<file path="config.mk">
export PLATFORM = sky130hd
export DESIGN_NAME = asq_sequencer
export DESIGN_NICKNAME = d
export VERILOG_FILES = /design/src/core/asq_pkg.sv /design/src/core/asq_sequencer.sv
export SDC_FILE = /design/constraint.sdc
export NUM_CORES = 1
export LEC_CHECK = 0
export BUFFER_PORTS_ARGS = -buffer_cell sky130_fd_sc_hd__buf_2
export CORE_MARGIN = 4
export CORE_UTILIZATION = 35
export DETAILED_ROUTE_END_ITERATION = 8
export GPL_TIMING_DRIVEN = 0
export SLEW_MARGIN = 10
export SYNTH_ARGS = -nofsm -noshare
export SYNTH_HDL_FRONTEND = slang
export SYNTH_SLANG_ARGS = --single-unit
</file>
<file path="constraint.sdc">
create_clock -name clock_in -period 3.65 [get_ports clock_in]
set_clock_uncertainty 0.05 [all_clocks]
set_input_delay 0.365 -clock clock_in [delete_from_list [all_inputs] [get_ports clock_in]]
set_output_delay 0.365 -clock clock_in [all_outputs]
set_load 0.01 [all_outputs]
</file>
<file path="src/core/asq_pkg.sv">
/*
  Shared constants and types of the analyzer sample access sequencer:
  register offsets, field positions, reset values, state and activity codes.
  Assumes a single 100 MHz clock domain and a word-indexed register port.
*/
package asq_pkg;
  localparam int CH_NUM   = 2;
  localparam int DIN_NUM  = 2;
  localparam int DOUT_NUM = 2;
  localparam int AW       = 4;
  localparam int DW       = 32;
  localparam int TW       = 16;

  localparam logic [AW-1:0] ADDR_CTRL   = 4'h0;
  localparam logic [AW-1:0] ADDR_CMD    = 4'h1;
  localparam logic [AW-1:0] ADDR_LEAD   = 4'h2;
  localparam logic [AW-1:0] ADDR_SREQ   = 4'h3;
  localparam logic [AW-1:0] ADDR_MEAS   = 4'h4;
  localparam logic [AW-1:0] ADDR_CAL    = 4'h5;
  localparam logic [AW-1:0] ADDR_CLEAN  = 4'h6;
  localparam logic [AW-1:0] ADDR_OUTSEL = 4'h7;
  localparam logic [AW-1:0] ADDR_STATUS = 4'h8;

  localparam int CMD_STRIDE = 3;

  localparam logic [7:0]    CTRL_RST   = 8'hD9;
  localparam logic [TW-1:0] LEAD_RST   = 16'h0064;
  localparam logic [TW-1:0] SREQ_RST   = 16'h00C8;
  localparam logic [TW-1:0] MEAS_RST   = 16'h03E8;
  localparam logic [TW-1:0] CAL_RST    = 16'h07D0;
  localparam logic [TW-1:0] CLEAN_RST  = 16'h01F4;
  localparam logic [3:0]    OUTSEL_RST = 4'h8;

  localparam logic [1:0] SEL_MEAS_CH1 = 2'h0;
  localparam logic [1:0] SEL_MEAS_CH2 = 2'h1;
  localparam logic [1:0] SEL_SREQ_CH1 = 2'h2;
  localparam logic [1:0] SEL_SREQ_CH2 = 2'h3;

  typedef struct packed {
    logic       trig_pol;
    logic [1:0] in_sel;
    logic [1:0] in_pol;
    logic [1:0] cont;
    logic       dual;
  } asq_cfg_t;

  typedef enum logic [2:0] {
    ASQ_IDLE = 3'h1,
    ASQ_LEAD = 3'h2,
    ASQ_RUN  = 3'h4
  } asq_state_t;

  typedef enum logic [2:0] {
    ASQ_K_MEAS  = 3'h1,
    ASQ_K_CAL   = 3'h2,
    ASQ_K_CLEAN = 3'h4
  } asq_kind_t;
endpackage

</file>
<file path="src/core/asq_sequencer.sv">
/*
  Analyzer sample access sequencer: per-channel scheduling of measurement,
  calibration and cleaning under a process-access input, sample-request lead
  time, selectable binary outputs and cleaning-master forwarding.
  Assumes a plain register port on the same clock and asynchronous binary pins.
*/
`timescale 1ns/1ps

// Function
// - External cleaning trigger drives the master's own cleaning unit output.
// - Cleaning trigger is forwarded as hold to devices without cleaning units.
// - Cleaning trigger is forwarded to self-cleaning remote points simultaneously.
// - Activities start only while the channel's process-access input is active.
// - Pending activities wait while access is inactive, then follow the schedule.
// - Measurement-active is high only during measurements, never calibration or cleaning.
// - Sample-required rises for a configurable time before every activity.
// - Continuous mode starts a measurement as soon as access becomes active.
// - Due calibration or cleaning runs first, measurement follows after another lead time.
// - Continuous mode chains measurements, each after a new lead time, while access stays active.
// - Each binary input has a configurable active polarity, high or low.
// - Each channel picks its own access input; single-channel offers channel one only.
// - Binary outputs show a selected channel's state; channel two only if dual.
// - Activity start is delayed by the lead time plus one cycle after sample-required rises.
// - Sample-required output is high while sample is required, low otherwise.
module asq_sequencer
  import asq_pkg::*;
(
  // Clock and reset
  input  wire logic                clock_in,
  input  wire logic                arst_n_in,
  // Register port
  input  wire logic [AW-1:0]       reg_addr_in,
  input  wire logic [DW-1:0]       reg_wdata_in,
  input  wire logic                reg_wr_in,
  input  wire logic                reg_rd_in,
  output logic      [DW-1:0]       reg_rdata_out,
  // Binary inputs
  input  wire logic [DIN_NUM-1:0]  bin_in,
  input  wire logic                clean_trig_in,
  // Analyzer outputs
  output logic      [CH_NUM-1:0]   meas_active_out,
  output logic      [CH_NUM-1:0]   sample_req_out,
  output logic      [DOUT_NUM-1:0] bin_out,
  // Cleaning master outputs
  output logic                     clean_unit_out,
  output logic                     hold_fwd_out,
  output logic                     clean_fwd_out
);

  asq_cfg_t          cfg;
  asq_cfg_t          next_cfg;
  logic [TW-1:0]     lead_time;
  logic [TW-1:0]     next_lead_time;
  logic [TW-1:0]     sreq_time;
  logic [TW-1:0]     next_sreq_time;
  logic [TW-1:0]     meas_time;
  logic [TW-1:0]     next_meas_time;
  logic [TW-1:0]     cal_time;
  logic [TW-1:0]     next_cal_time;
  logic [TW-1:0]     clean_time;
  logic [TW-1:0]     next_clean_time;
  logic [3:0]        outsel;
  logic [3:0]        next_outsel;
  logic [DW-1:0]     next_rdata;
  logic [DIN_NUM:0]  sync1;
  logic [DIN_NUM:0]  sync2;
  logic [DIN_NUM-1:0] din_act;
  logic              trig_act;
  logic [CH_NUM-1:0] access;
  wire  [CH_NUM-1:0] meas_nx;
  wire  [CH_NUM-1:0] sreq_nx;
  wire  [CH_NUM-1:0] clean_nx;
  wire  [8:0]        ch_status [CH_NUM];
  logic [DOUT_NUM-1:0] next_bin;

  // The first stage feeds only the second; nothing else samples it.
  always_ff @(posedge clock_in or negedge arst_n_in) begin
    if (!arst_n_in) begin
      sync1 <= '0;
      sync2 <= '0;
    end else begin
      sync1 <= {clean_trig_in, bin_in};
      sync2 <= sync1;
    end
  end

  always_comb begin
    din_act  = sync2[DIN_NUM-1:0] ~^ cfg.in_pol;
    trig_act = sync2[DIN_NUM] ~^ cfg.trig_pol;
    access[0] = din_act[cfg.in_sel[0]];
    // Channel two is inert on a single-channel build.
    access[1] = cfg.dual & din_act[cfg.in_sel[1]];
  end

  always_comb begin
    next_cfg        = cfg;
    next_lead_time  = lead_time;
    next_sreq_time  = sreq_time;
    next_meas_time  = meas_time;
    next_cal_time   = cal_time;
    next_clean_time = clean_time;
    next_outsel     = outsel;
    next_rdata      = '0;
    if (reg_wr_in) begin
      case (reg_addr_in)
        ADDR_CTRL:   next_cfg        = asq_cfg_t'(reg_wdata_in[7:0]);
        ADDR_LEAD:   next_lead_time  = reg_wdata_in[TW-1:0];
        ADDR_SREQ:   next_sreq_time  = reg_wdata_in[TW-1:0];
        ADDR_MEAS:   next_meas_time  = reg_wdata_in[TW-1:0];
        ADDR_CAL:    next_cal_time   = reg_wdata_in[TW-1:0];
        ADDR_CLEAN:  next_clean_time = reg_wdata_in[TW-1:0];
        ADDR_OUTSEL: next_outsel     = reg_wdata_in[3:0];
        default:     next_cfg        = cfg;
      endcase
    end
    if (reg_rd_in) begin
      case (reg_addr_in)
        ADDR_CTRL:   next_rdata = {24'h000000, cfg};
        ADDR_LEAD:   next_rdata = {16'h0000, lead_time};
        ADDR_SREQ:   next_rdata = {16'h0000, sreq_time};
        ADDR_MEAS:   next_rdata = {16'h0000, meas_time};
        ADDR_CAL:    next_rdata = {16'h0000, cal_time};
        ADDR_CLEAN:  next_rdata = {16'h0000, clean_time};
        ADDR_OUTSEL: next_rdata = {28'h0000000, outsel};
        ADDR_STATUS: next_rdata = {11'h000, trig_act, din_act, ch_status[1], ch_status[0]};
        default:     next_rdata = '0;
      endcase
    end
  end

  always_ff @(posedge clock_in or negedge arst_n_in) begin
    if (!arst_n_in) begin
      cfg           <= asq_cfg_t'(CTRL_RST);
      lead_time     <= LEAD_RST;
      sreq_time     <= SREQ_RST;
      meas_time     <= MEAS_RST;
      cal_time      <= CAL_RST;
      clean_time    <= CLEAN_RST;
      outsel        <= OUTSEL_RST;
      reg_rdata_out <= '0;
    end else begin
      cfg           <= next_cfg;
      lead_time     <= next_lead_time;
      sreq_time     <= next_sreq_time;
      meas_time     <= next_meas_time;
      cal_time      <= next_cal_time;
      clean_time    <= next_clean_time;
      outsel        <= next_outsel;
      reg_rdata_out <= next_rdata;
    end
  end

  function automatic asq_kind_t pick_kind(input logic [2:0] due);
    if (due[2]) begin
      return ASQ_K_CLEAN;
    end else if (due[1]) begin
      return ASQ_K_CAL;
    end
    return ASQ_K_MEAS;
  endfunction

  for (genvar c = 0; c < CH_NUM; c++) begin : g_ch
    asq_state_t    st;
    asq_state_t    next_st;
    asq_kind_t     kind;
    asq_kind_t     next_kind;
    logic [TW-1:0] cnt;
    logic [TW-1:0] next_cnt;
    logic [TW-1:0] scnt;
    logic [TW-1:0] next_scnt;
    logic [2:0]    due;
    logic [2:0]    next_due;
    logic [2:0]    set;
    logic [2:0]    clr;
    logic          want;

    always_comb begin
      set = '0;
      if (reg_wr_in && reg_addr_in == ADDR_CMD && (c == 0 || cfg.dual)) begin
        set = reg_wdata_in[c*CMD_STRIDE +: CMD_STRIDE];
      end
      want      = access[c] && (due != 3'h0 || cfg.cont[c]);
      next_st   = st;
      next_kind = kind;
      next_cnt  = cnt;
      next_scnt = (scnt != '0) ? scnt - 16'h0001 : scnt;
      clr       = '0;
      case (st)
        ASQ_IDLE: begin
          if (want) begin
            next_st   = ASQ_LEAD;
            next_kind = pick_kind(due);
            next_cnt  = lead_time;
            next_scnt = (sreq_time == '0) ? 16'h0001 : sreq_time;
          end
        end
        ASQ_LEAD: begin
          if (!access[c]) begin
            next_st   = ASQ_IDLE;
            next_scnt = '0;
          end else if (cnt == '0) begin
            next_st  = ASQ_RUN;
            clr      = kind;
            next_cnt = (kind == ASQ_K_MEAS) ? meas_time : (kind == ASQ_K_CAL) ? cal_time : clean_time;
          end else begin
            next_cnt = cnt - 16'h0001;
          end
        end
        ASQ_RUN: begin
          if (cnt != '0) begin
            next_cnt = cnt - 16'h0001;
          end else if (want) begin
            next_st   = ASQ_LEAD;
            next_kind = pick_kind(due);
            next_cnt  = lead_time;
            next_scnt = (sreq_time == '0) ? 16'h0001 : sreq_time;
          end else begin
            next_st = ASQ_IDLE;
          end
        end
        default: next_st = ASQ_IDLE;
      endcase
      // A command that lands on the clearing cycle stays pending.
      next_due = (due & ~clr) | set;
    end

    always_ff @(posedge clock_in or negedge arst_n_in) begin
      if (!arst_n_in) begin
        st   <= ASQ_IDLE;
        kind <= ASQ_K_MEAS;
        cnt  <= '0;
        scnt <= '0;
        due  <= '0;
      end else begin
        st   <= next_st;
        kind <= next_kind;
        cnt  <= next_cnt;
        scnt <= next_scnt;
        due  <= next_due;
      end
    end

    assign meas_nx[c]   = (next_st == ASQ_RUN) && (next_kind == ASQ_K_MEAS);
    assign sreq_nx[c]   = (next_scnt != '0);
    assign clean_nx[c]  = (next_st == ASQ_RUN) && (next_kind == ASQ_K_CLEAN);
    assign ch_status[c] = {due, kind, st};

    run_gated_a: assert property (@(posedge clock_in) disable iff (!arst_n_in)
      (st == ASQ_LEAD && next_st == ASQ_RUN) |-> access[c])
      else $error("activity started without process access");
    held_off_a: assert property (@(posedge clock_in) disable iff (!arst_n_in)
      (st == ASQ_IDLE && !access[c]) |=> st == ASQ_IDLE)
      else $error("activity left idle while access inactive");
    meas_only_a: assert property (@(posedge clock_in) disable iff (!arst_n_in)
      meas_active_out[c] |-> (st == ASQ_RUN && kind == ASQ_K_MEAS))
      else $error("measurement active outside a measurement");
    sreq_before_a: assert property (@(posedge clock_in) disable iff (!arst_n_in)
      (st != ASQ_LEAD ##1 st == ASQ_LEAD) |-> sample_req_out[c])
      else $error("sample required missing at activity lead");
    lead_delay_a: assert property (@(posedge clock_in) disable iff (!arst_n_in)
      (st == ASQ_LEAD && next_st == ASQ_RUN) |-> cnt == '0)
      else $error("activity started before lead time elapsed");
    cont_start_a: assert property (@(posedge clock_in) disable iff (!arst_n_in)
      (st == ASQ_IDLE && access[c] && cfg.cont[c] && due == 3'h0) |=> (st == ASQ_LEAD && kind == ASQ_K_MEAS))
      else $error("continuous measurement did not start");
    due_first_a: assert property (@(posedge clock_in) disable iff (!arst_n_in)
      (st == ASQ_IDLE && access[c] && due[2]) |=> (st == ASQ_LEAD && kind == ASQ_K_CLEAN))
      else $error("due cleaning not taken first");
    chain_gap_a: assert property (@(posedge clock_in) disable iff (!arst_n_in)
      (st == ASQ_RUN && cnt == '0 && access[c] && cfg.cont[c]) |=> st == ASQ_LEAD)
      else $error("continuous measurement chain broken");
  end

  always_comb begin
    for (int i = 0; i < DOUT_NUM; i++) begin
      // Channel two selections fall back to channel one on a single-channel build.
      if (outsel[2*i+1]) begin
        next_bin[i] = sreq_nx[outsel[2*i] & cfg.dual];
      end else begin
        next_bin[i] = meas_nx[outsel[2*i] & cfg.dual];
      end
    end
  end

  always_ff @(posedge clock_in or negedge arst_n_in) begin
    if (!arst_n_in) begin
      meas_active_out <= '0;
      sample_req_out  <= '0;
      bin_out         <= '0;
      clean_unit_out  <= 1'b0;
      hold_fwd_out    <= 1'b0;
      clean_fwd_out   <= 1'b0;
    end else begin
      meas_active_out <= meas_nx;
      sample_req_out  <= sreq_nx;
      bin_out         <= next_bin;
      clean_unit_out  <= trig_act | (|clean_nx);
      hold_fwd_out    <= trig_act | (|clean_nx);
      clean_fwd_out   <= trig_act;
    end
  end

  trig_fwd_a: assert property (@(posedge clock_in) disable iff (!arst_n_in)
    trig_act |=> (clean_unit_out && hold_fwd_out && clean_fwd_out))
    else $error("cleaning trigger not forwarded");
endmodule

</file>
; Word level (Yosys, flattened, before mapping)
; Index checks and enable logic that the tools add are counted.
; Widths: inputs -> output; s select.
[totals]
ff_bits = 220
input_bits = 43
word_cells = 198
output_inout_bits = 41
[classes]
n_reduce_logical = 34
n_addsub = 4
muxes = 89
eq_ne = 26
n_bitwise = 12
magnitude_cmp = 4
[ops]
columns = operator, n
row1 = $mux 16, 21
row2 = $pmux 16 s3, 4
row3 = $pmux 21 s8, 1
row4 = $reduce_bool 16->1, 6
row5 = $mux 3, 30
row6 = $sub 16x1->16 const B, 4
row7 = $logic_not 16->1, 3
row8 = $mux 1, 26
row9 = $mux 21, 1
row10 = $eq 3x1->1 const B, 6
row11 = $eq 3x3->1 const B, 6
row12 = $pmux 3 s3, 2
row13 = $reduce_and 2->1, 9
row14 = $eq 4x3->1 const B, 4
row15 = $eq 3x2->1 const B, 4
row16 = $pmux 3 s2, 2
row17 = $reduce_bool 3->1, 4
row18 = $eq 4x2->1 const B, 2
row19 = $logic_and 1x1->1, 8
row20 = $lt 1x2->1 const B, 4
row21 = $and 3x3->3, 2
row22 = $not 3->3, 2
row23 = $or 3x3->3, 2
row24 = $eq 4x1->1 const B, 1
row25 = other kinds (10), 15

; Depth between registers and ports, before layout
[logic_depth]
word_depth = 17
mapped_depth = 12
depth_no_buf = 10

; Worst setup path before layout
; OpenSTA, ideal clock, no wires.
[synth_path]
path_kind = reg2reg
start = register g_ch[1].cnt[3]
end = register bin_out[0]
synth_period_minus_slack_ps = 2954
stages_incl_launch_ff = 11
n_path_buf = 2
setup_ps = 138
arrival_ps = 2766
slack_ps = 696
required_time_ps = 3462
path_cell_list = dfrtp_1 > or3_1 > buf_2 > nor3_4 > a41oi_2 > or3_1 > buf_6 > mux2_4 > nor2_2 > nand4_2 > mux4_2
[synth_between]
elab_cells_between_ends = 19
classes_between = eq/ne (2) / mux (13) / reduce/logical (4)
[synth_lines]
columns = element, line
row1 = start: declaration, asq_sequencer.sv:167  ; logic [TW-1:0] cnt;
row2 = start signal: assignment, asq_sequencer.sv:237  ; cnt <= next_cnt;
row3 = $reduce_bool 16->1, asq_sequencer.sv:210  ; if (cnt != '0) begin
row4 = $mux 16, asq_sequencer.sv:210
row5 = $pmux 16 s3, asq_sequencer.sv:188  ; case (st)
row6 = via g_ch[1].next_scnt[2], asq_sequencer.sv:170  ; logic [TW-1:0] next_scnt;
row7 = $reduce_bool 16->1, asq_sequencer.sv:244  ; assign sreq_nx[c] = (next_scnt != '0);
row8 = via sreq_nx[1], asq_sequencer.sv:71  ; wire [CH_NUM-1:0] sreq_nx;
row9 = $mux 1 (implied by the code) (2 in series), asq_sequencer.sv:278  ; next_bin[i] = sreq_nx[outsel[2*i] & cfg.dual];
row10 = $mux 1, asq_sequencer.sv:277  ; if (outsel[2*i+1]) begin
row11 = via next_bin[0], asq_sequencer.sv:74  ; logic [DOUT_NUM-1:0] next_bin;
row12 = end signal: assignment, asq_sequencer.sv:296  ; bin_out <= next_bin;
row13 = end: declaration, asq_sequencer.sv:43  ; output logic [DOUT_NUM-1:0] bin_out,
; The timed path passes the listed nets, and every way through them passes these cells. The select of a mux whose other input is x is not followed.
; A chain may end at the register's enable or synchronous reset.

; Worst setup path in the final report
[layout_path]
start = register g_ch[0].cnt[0]
end = register bin_out[1]
[layout_between]
elab_cells_between_ends = 19
classes_between = eq/ne (2) / mux (13) / reduce/logical (4)
[layout_lines]
columns = element, line
row1 = start: declaration, asq_sequencer.sv:167
row2 = start signal: assignment, asq_sequencer.sv:237
row3 = $reduce_bool 16->1, asq_sequencer.sv:210
row4 = $mux 16, asq_sequencer.sv:210
row5 = $pmux 16 s3, asq_sequencer.sv:188
row6 = via g_ch[0].next_scnt[14], asq_sequencer.sv:170
row7 = $reduce_bool 16->1, asq_sequencer.sv:244
row8 = via sreq_nx[0], asq_sequencer.sv:71
row9 = $mux 1 (implied by the code) (2 in series), asq_sequencer.sv:278
row10 = $mux 1, asq_sequencer.sv:277
row11 = via next_bin[1], asq_sequencer.sv:74
; The timed path passes the listed nets, and every way through them passes these cells. The select of a mux whose other input is x is not followed.

==> results.toml <==
[status]
status = "finished, final reports clean"

[finish]
n_antenna_cell = 0
final_cell_area_sq_mm = 0.0134
syn2layout_area_growth_pct = 16.1
multi_input_area_sq_mm = 0.00596
final_net_count = 1332
fin_util = 0.412
ff_latch_area_sq_mm = 0.00527
fillers = 3263
layout-drive-gt1-share = 0.218

[placement]
postPlaceCellArea_sq_mm = 0.0125
dp_hpwl_mm = 29.3
port-buffer-count = 55
place_congestion = 0.976

[detailed_routing]
drt-pass1-iter-count = 8
maxUsedRoutingLayer = "met4"
wl_met1_mm = 16.4
wl_mm = 39.0
dr_wl_met3_mm = 2.67
drt_iter0_markers = 984
vias = 9933
drc = 0
met2WireLength_mm = 18.4
drtAntennaViolNets = 0
vias_per_cell = 5.70
routedWlPerCell_um = 22.4

[worst_setup_path]
r2r-start = "g_ch[0].cnt[0]"
cp_max_fo = 6
arrival_ns = 3.83
ff2ff_path_depth = 9
r2r_slack_ns = 0.16
required_ns = 3.98
crit_path_end_kind = "flip-flop"
startpoint_type = "flip-flop"
worstSetupPathType = "flip-flop to flip-flop"
r2r-end = "bin_out[1]"
crit_path_start = "g_ch[0].cnt[0]"

[synth]
synth_cell_types = 73
synth_compound_area_frac = 0.177
ys_ff_latch = 209
synthXorXnorAreaFrac = 0.0250
synth_simple_gate_area_frac = 0.157
synth_top_family_by_area = "compound AO/OA/AOI/OAI gates"
avgSynthCellArea_sq_um = 9.78
synth_fa_ha_area_frac = 0.00758
yosys_warnings = 0
syn_area_sq_mm = 0.0116
ys.flop_type = "dfrtp_1"
synth_top_cell_by_area = "dfrtp_1"
synthCells = 1182
async_reset_ff_frac = 1.00
yosys.area.top_type_share = 0.379
ys_seq_area_frac = 0.456
synth_mux_area_frac = 0.142
synth_edf_count = 0
ys_top_cells_by_area = "dfrtp_1 (38%), mux2_2 (9.4%), dfstp_2 (7.7%)"

[die]
io_pins = 84
start_util = 0.355
die_h_um = 190
fp.coreArea_sq_mm = 0.0325
dieWidth_um = 190
die-area_sq_mm = 0.0360
rows = 66

[cts]
htreeDepth = 1
cts_buffers = 25
cts.sinks = 209
cts_buffer_depth = 3
cts_root_buf = "clkbuf_16"
tritoncts = "built"
clk_pin_slew_ns = 0.07
clk_latency_ns = 0.54

[flow_run]
maxCapViolations = 0

[timing]
tns_ns = 0
timing.final.crit_share = 0.957
slew_viol_final = 0
worst_pin_slew_ns = 1.27
setup_viol_count_final = 0
slew_headroom = 0.148
hold_viol_final = 0
layout_min_cycle_time_ns = 3.49
rsz0062_at_grt = "false"
fmax_mhz = 286

[pwr]
cellPowerDensity_mw_per_mm2 = 770
leakage_nw = 5.50
ir_drop_v = 0.000423

[global_routing]
antenna_found_initial = 0
grt_max_degree = 110
grt_pass1_vias = 9879
overflow = 0
grt.total_usage = 0.213
grt_pass1_wl_mm = 60.0

[hold_path]
worstHoldPathCells = 2
hp-class = "input port to flip-flop"
hold_end = "reg_rdata_out[16]"
hold_path_startpoint = "reg_rd_in"
-- layout by cell type, fill, tap and decap left out, drive strengths merged, types with 8 or more instances in the layout --
cell	count
a21oi	80
a22o	12
a22oi	39
a31oi	21
buf	81
clkbuf	81
clkinv	9
conb	11
dfrtp	175
dfstp	34
inv	19
mux2	97
mux2i	50
nand2	133
nand2b	11
nand3	15
nand3b	8
nor2	92
nor3	26
nor3b	9
nor4	23
o21ai	80
o22ai	19
or3	12
xnor2	15
xor2	18
-- flip-flops by register name, indices dropped and copies added, names as in the netlist --
name	flops
sync2	3
sreq_time	16
outsel	4
cfg	8
bin_out	2
clean_time	16
meas_active_out	2
g_ch.due	6
clean_fwd_out	1
sample_req_out	2
hold_fwd_out	1
g_ch.kind	6
sync1	3
meas_time	16
g_ch.cnt	32
lead_time	16
g_ch.st	6
reg_rdata_out	21
cal_time	16
g_ch.scnt	32
-- per-stage QoR --
stage,power (mW),cells,hold WS (ns),worst slack (ns)
2_1_floorplan,6.31,1192,0.0194,0.696
3_3_place_gp,7.63,1689,0.282,-1.36
3_5_place_dp,7.66,1692,0.285,-0.000730
4_1_cts,10.3,1742,0.0528,0.0861
5_1_grt,11.0,1743,0.0877,0.000467
6_report,10.3,1743,0.0629,0.157
-- routing by layer --
layer  up-vias  track usage
met5         -            0
met4         0       0.0793
met3        95       0.0402
met2       374        0.348
met1      4908        0.283
li1       4556            -
-- repair_timing --
item                                    CTS  global route
gates resized for setup                   1             8
hold endpoints to repair                 83             0
pin swaps                                 0             1
hold buffers                              4             0
buffers inserted                          0             1
endpoints found under the setup margin    2            12
-- worst max-delay path by stage --
| stage | depth (start not counted) | slack [ns] | endpoint |
|---|---|---|---|
| 3_5_place_dp | 11 | -0.0007 | bin_out[1] |
| 2_1_floorplan | 10 | 0.70 | bin_out[0] |
| 4_1_cts | 9 | 0.09 | bin_out[1] |
| 6_report | 9 | 0.16 | bin_out[1] |
| 5_1_grt | 10 | 0.0005 | bin_out[1] |
| 3_3_place_gp | 1 | -1.36 | reg_rdata_out[10] |
-- where the power goes --
group          leakage, nW  total, mW  switching [mW]  internal, mW
Combinational         2.52       3.79            2.27          1.52
Clock                0.415       2.56            1.05          1.52
Sequential            2.56       3.96           0.931          3.03
Total                 5.50       10.3            4.25          6.07
-- synth_stat cells (16+ instances only) --
cell type / count
mux2_2: 96
a22oi_1: 39
dfstp_2: 34
o21ai_0: 79
inv_1: 16
clkbuf_1: 51
nand2_1: 133
nor2_1: 90
o22ai_1: 19
nor3_1: 25
nor4_1: 22
xor2_1: 18
a31oi_1: 21
a21oi_1: 80
dfrtp_1: 175
mux2i_1: 50
-- area by class of cell --
type	count	share of cell area
Timing Repair Buffer	63	0.0280
Buffer	75	0.0258
Sequential cell	209	0.393
Inverter	16	0.00448
Tap cell	442	0.0412
Clock buffer	28	0.0490
Clock inverter	18	0.0140
Multi-Input combinational cell	892	0.444
-- critical path: stages (launching register included) --
cell and delay (ns):
dfrtp_1 0.41, inv_1 0.11, ha_1 0.15, or4b_2 0.61, nor4_1 0.39, a31oi_1 0.20
o21ai_2 0.38, o22ai_1 0.16, a2111o_1 0.41, mux4_2 0.48
-- cells by family after synthesis --
| kind of cell | count (synthesis) |
|---|---|
| AO/OA/AOI/OAI | 319 |
| XOR/XNOR | 33 |
| adder cells (fa/ha/maj) | 7 |
| buffers and inverters | 91 |
| flip-flops | 209 |
| multiplexers | 149 |
| other | 1 |
| AND/OR/NAND/NOR | 373 |
Power figures use the tool's default switching activity.
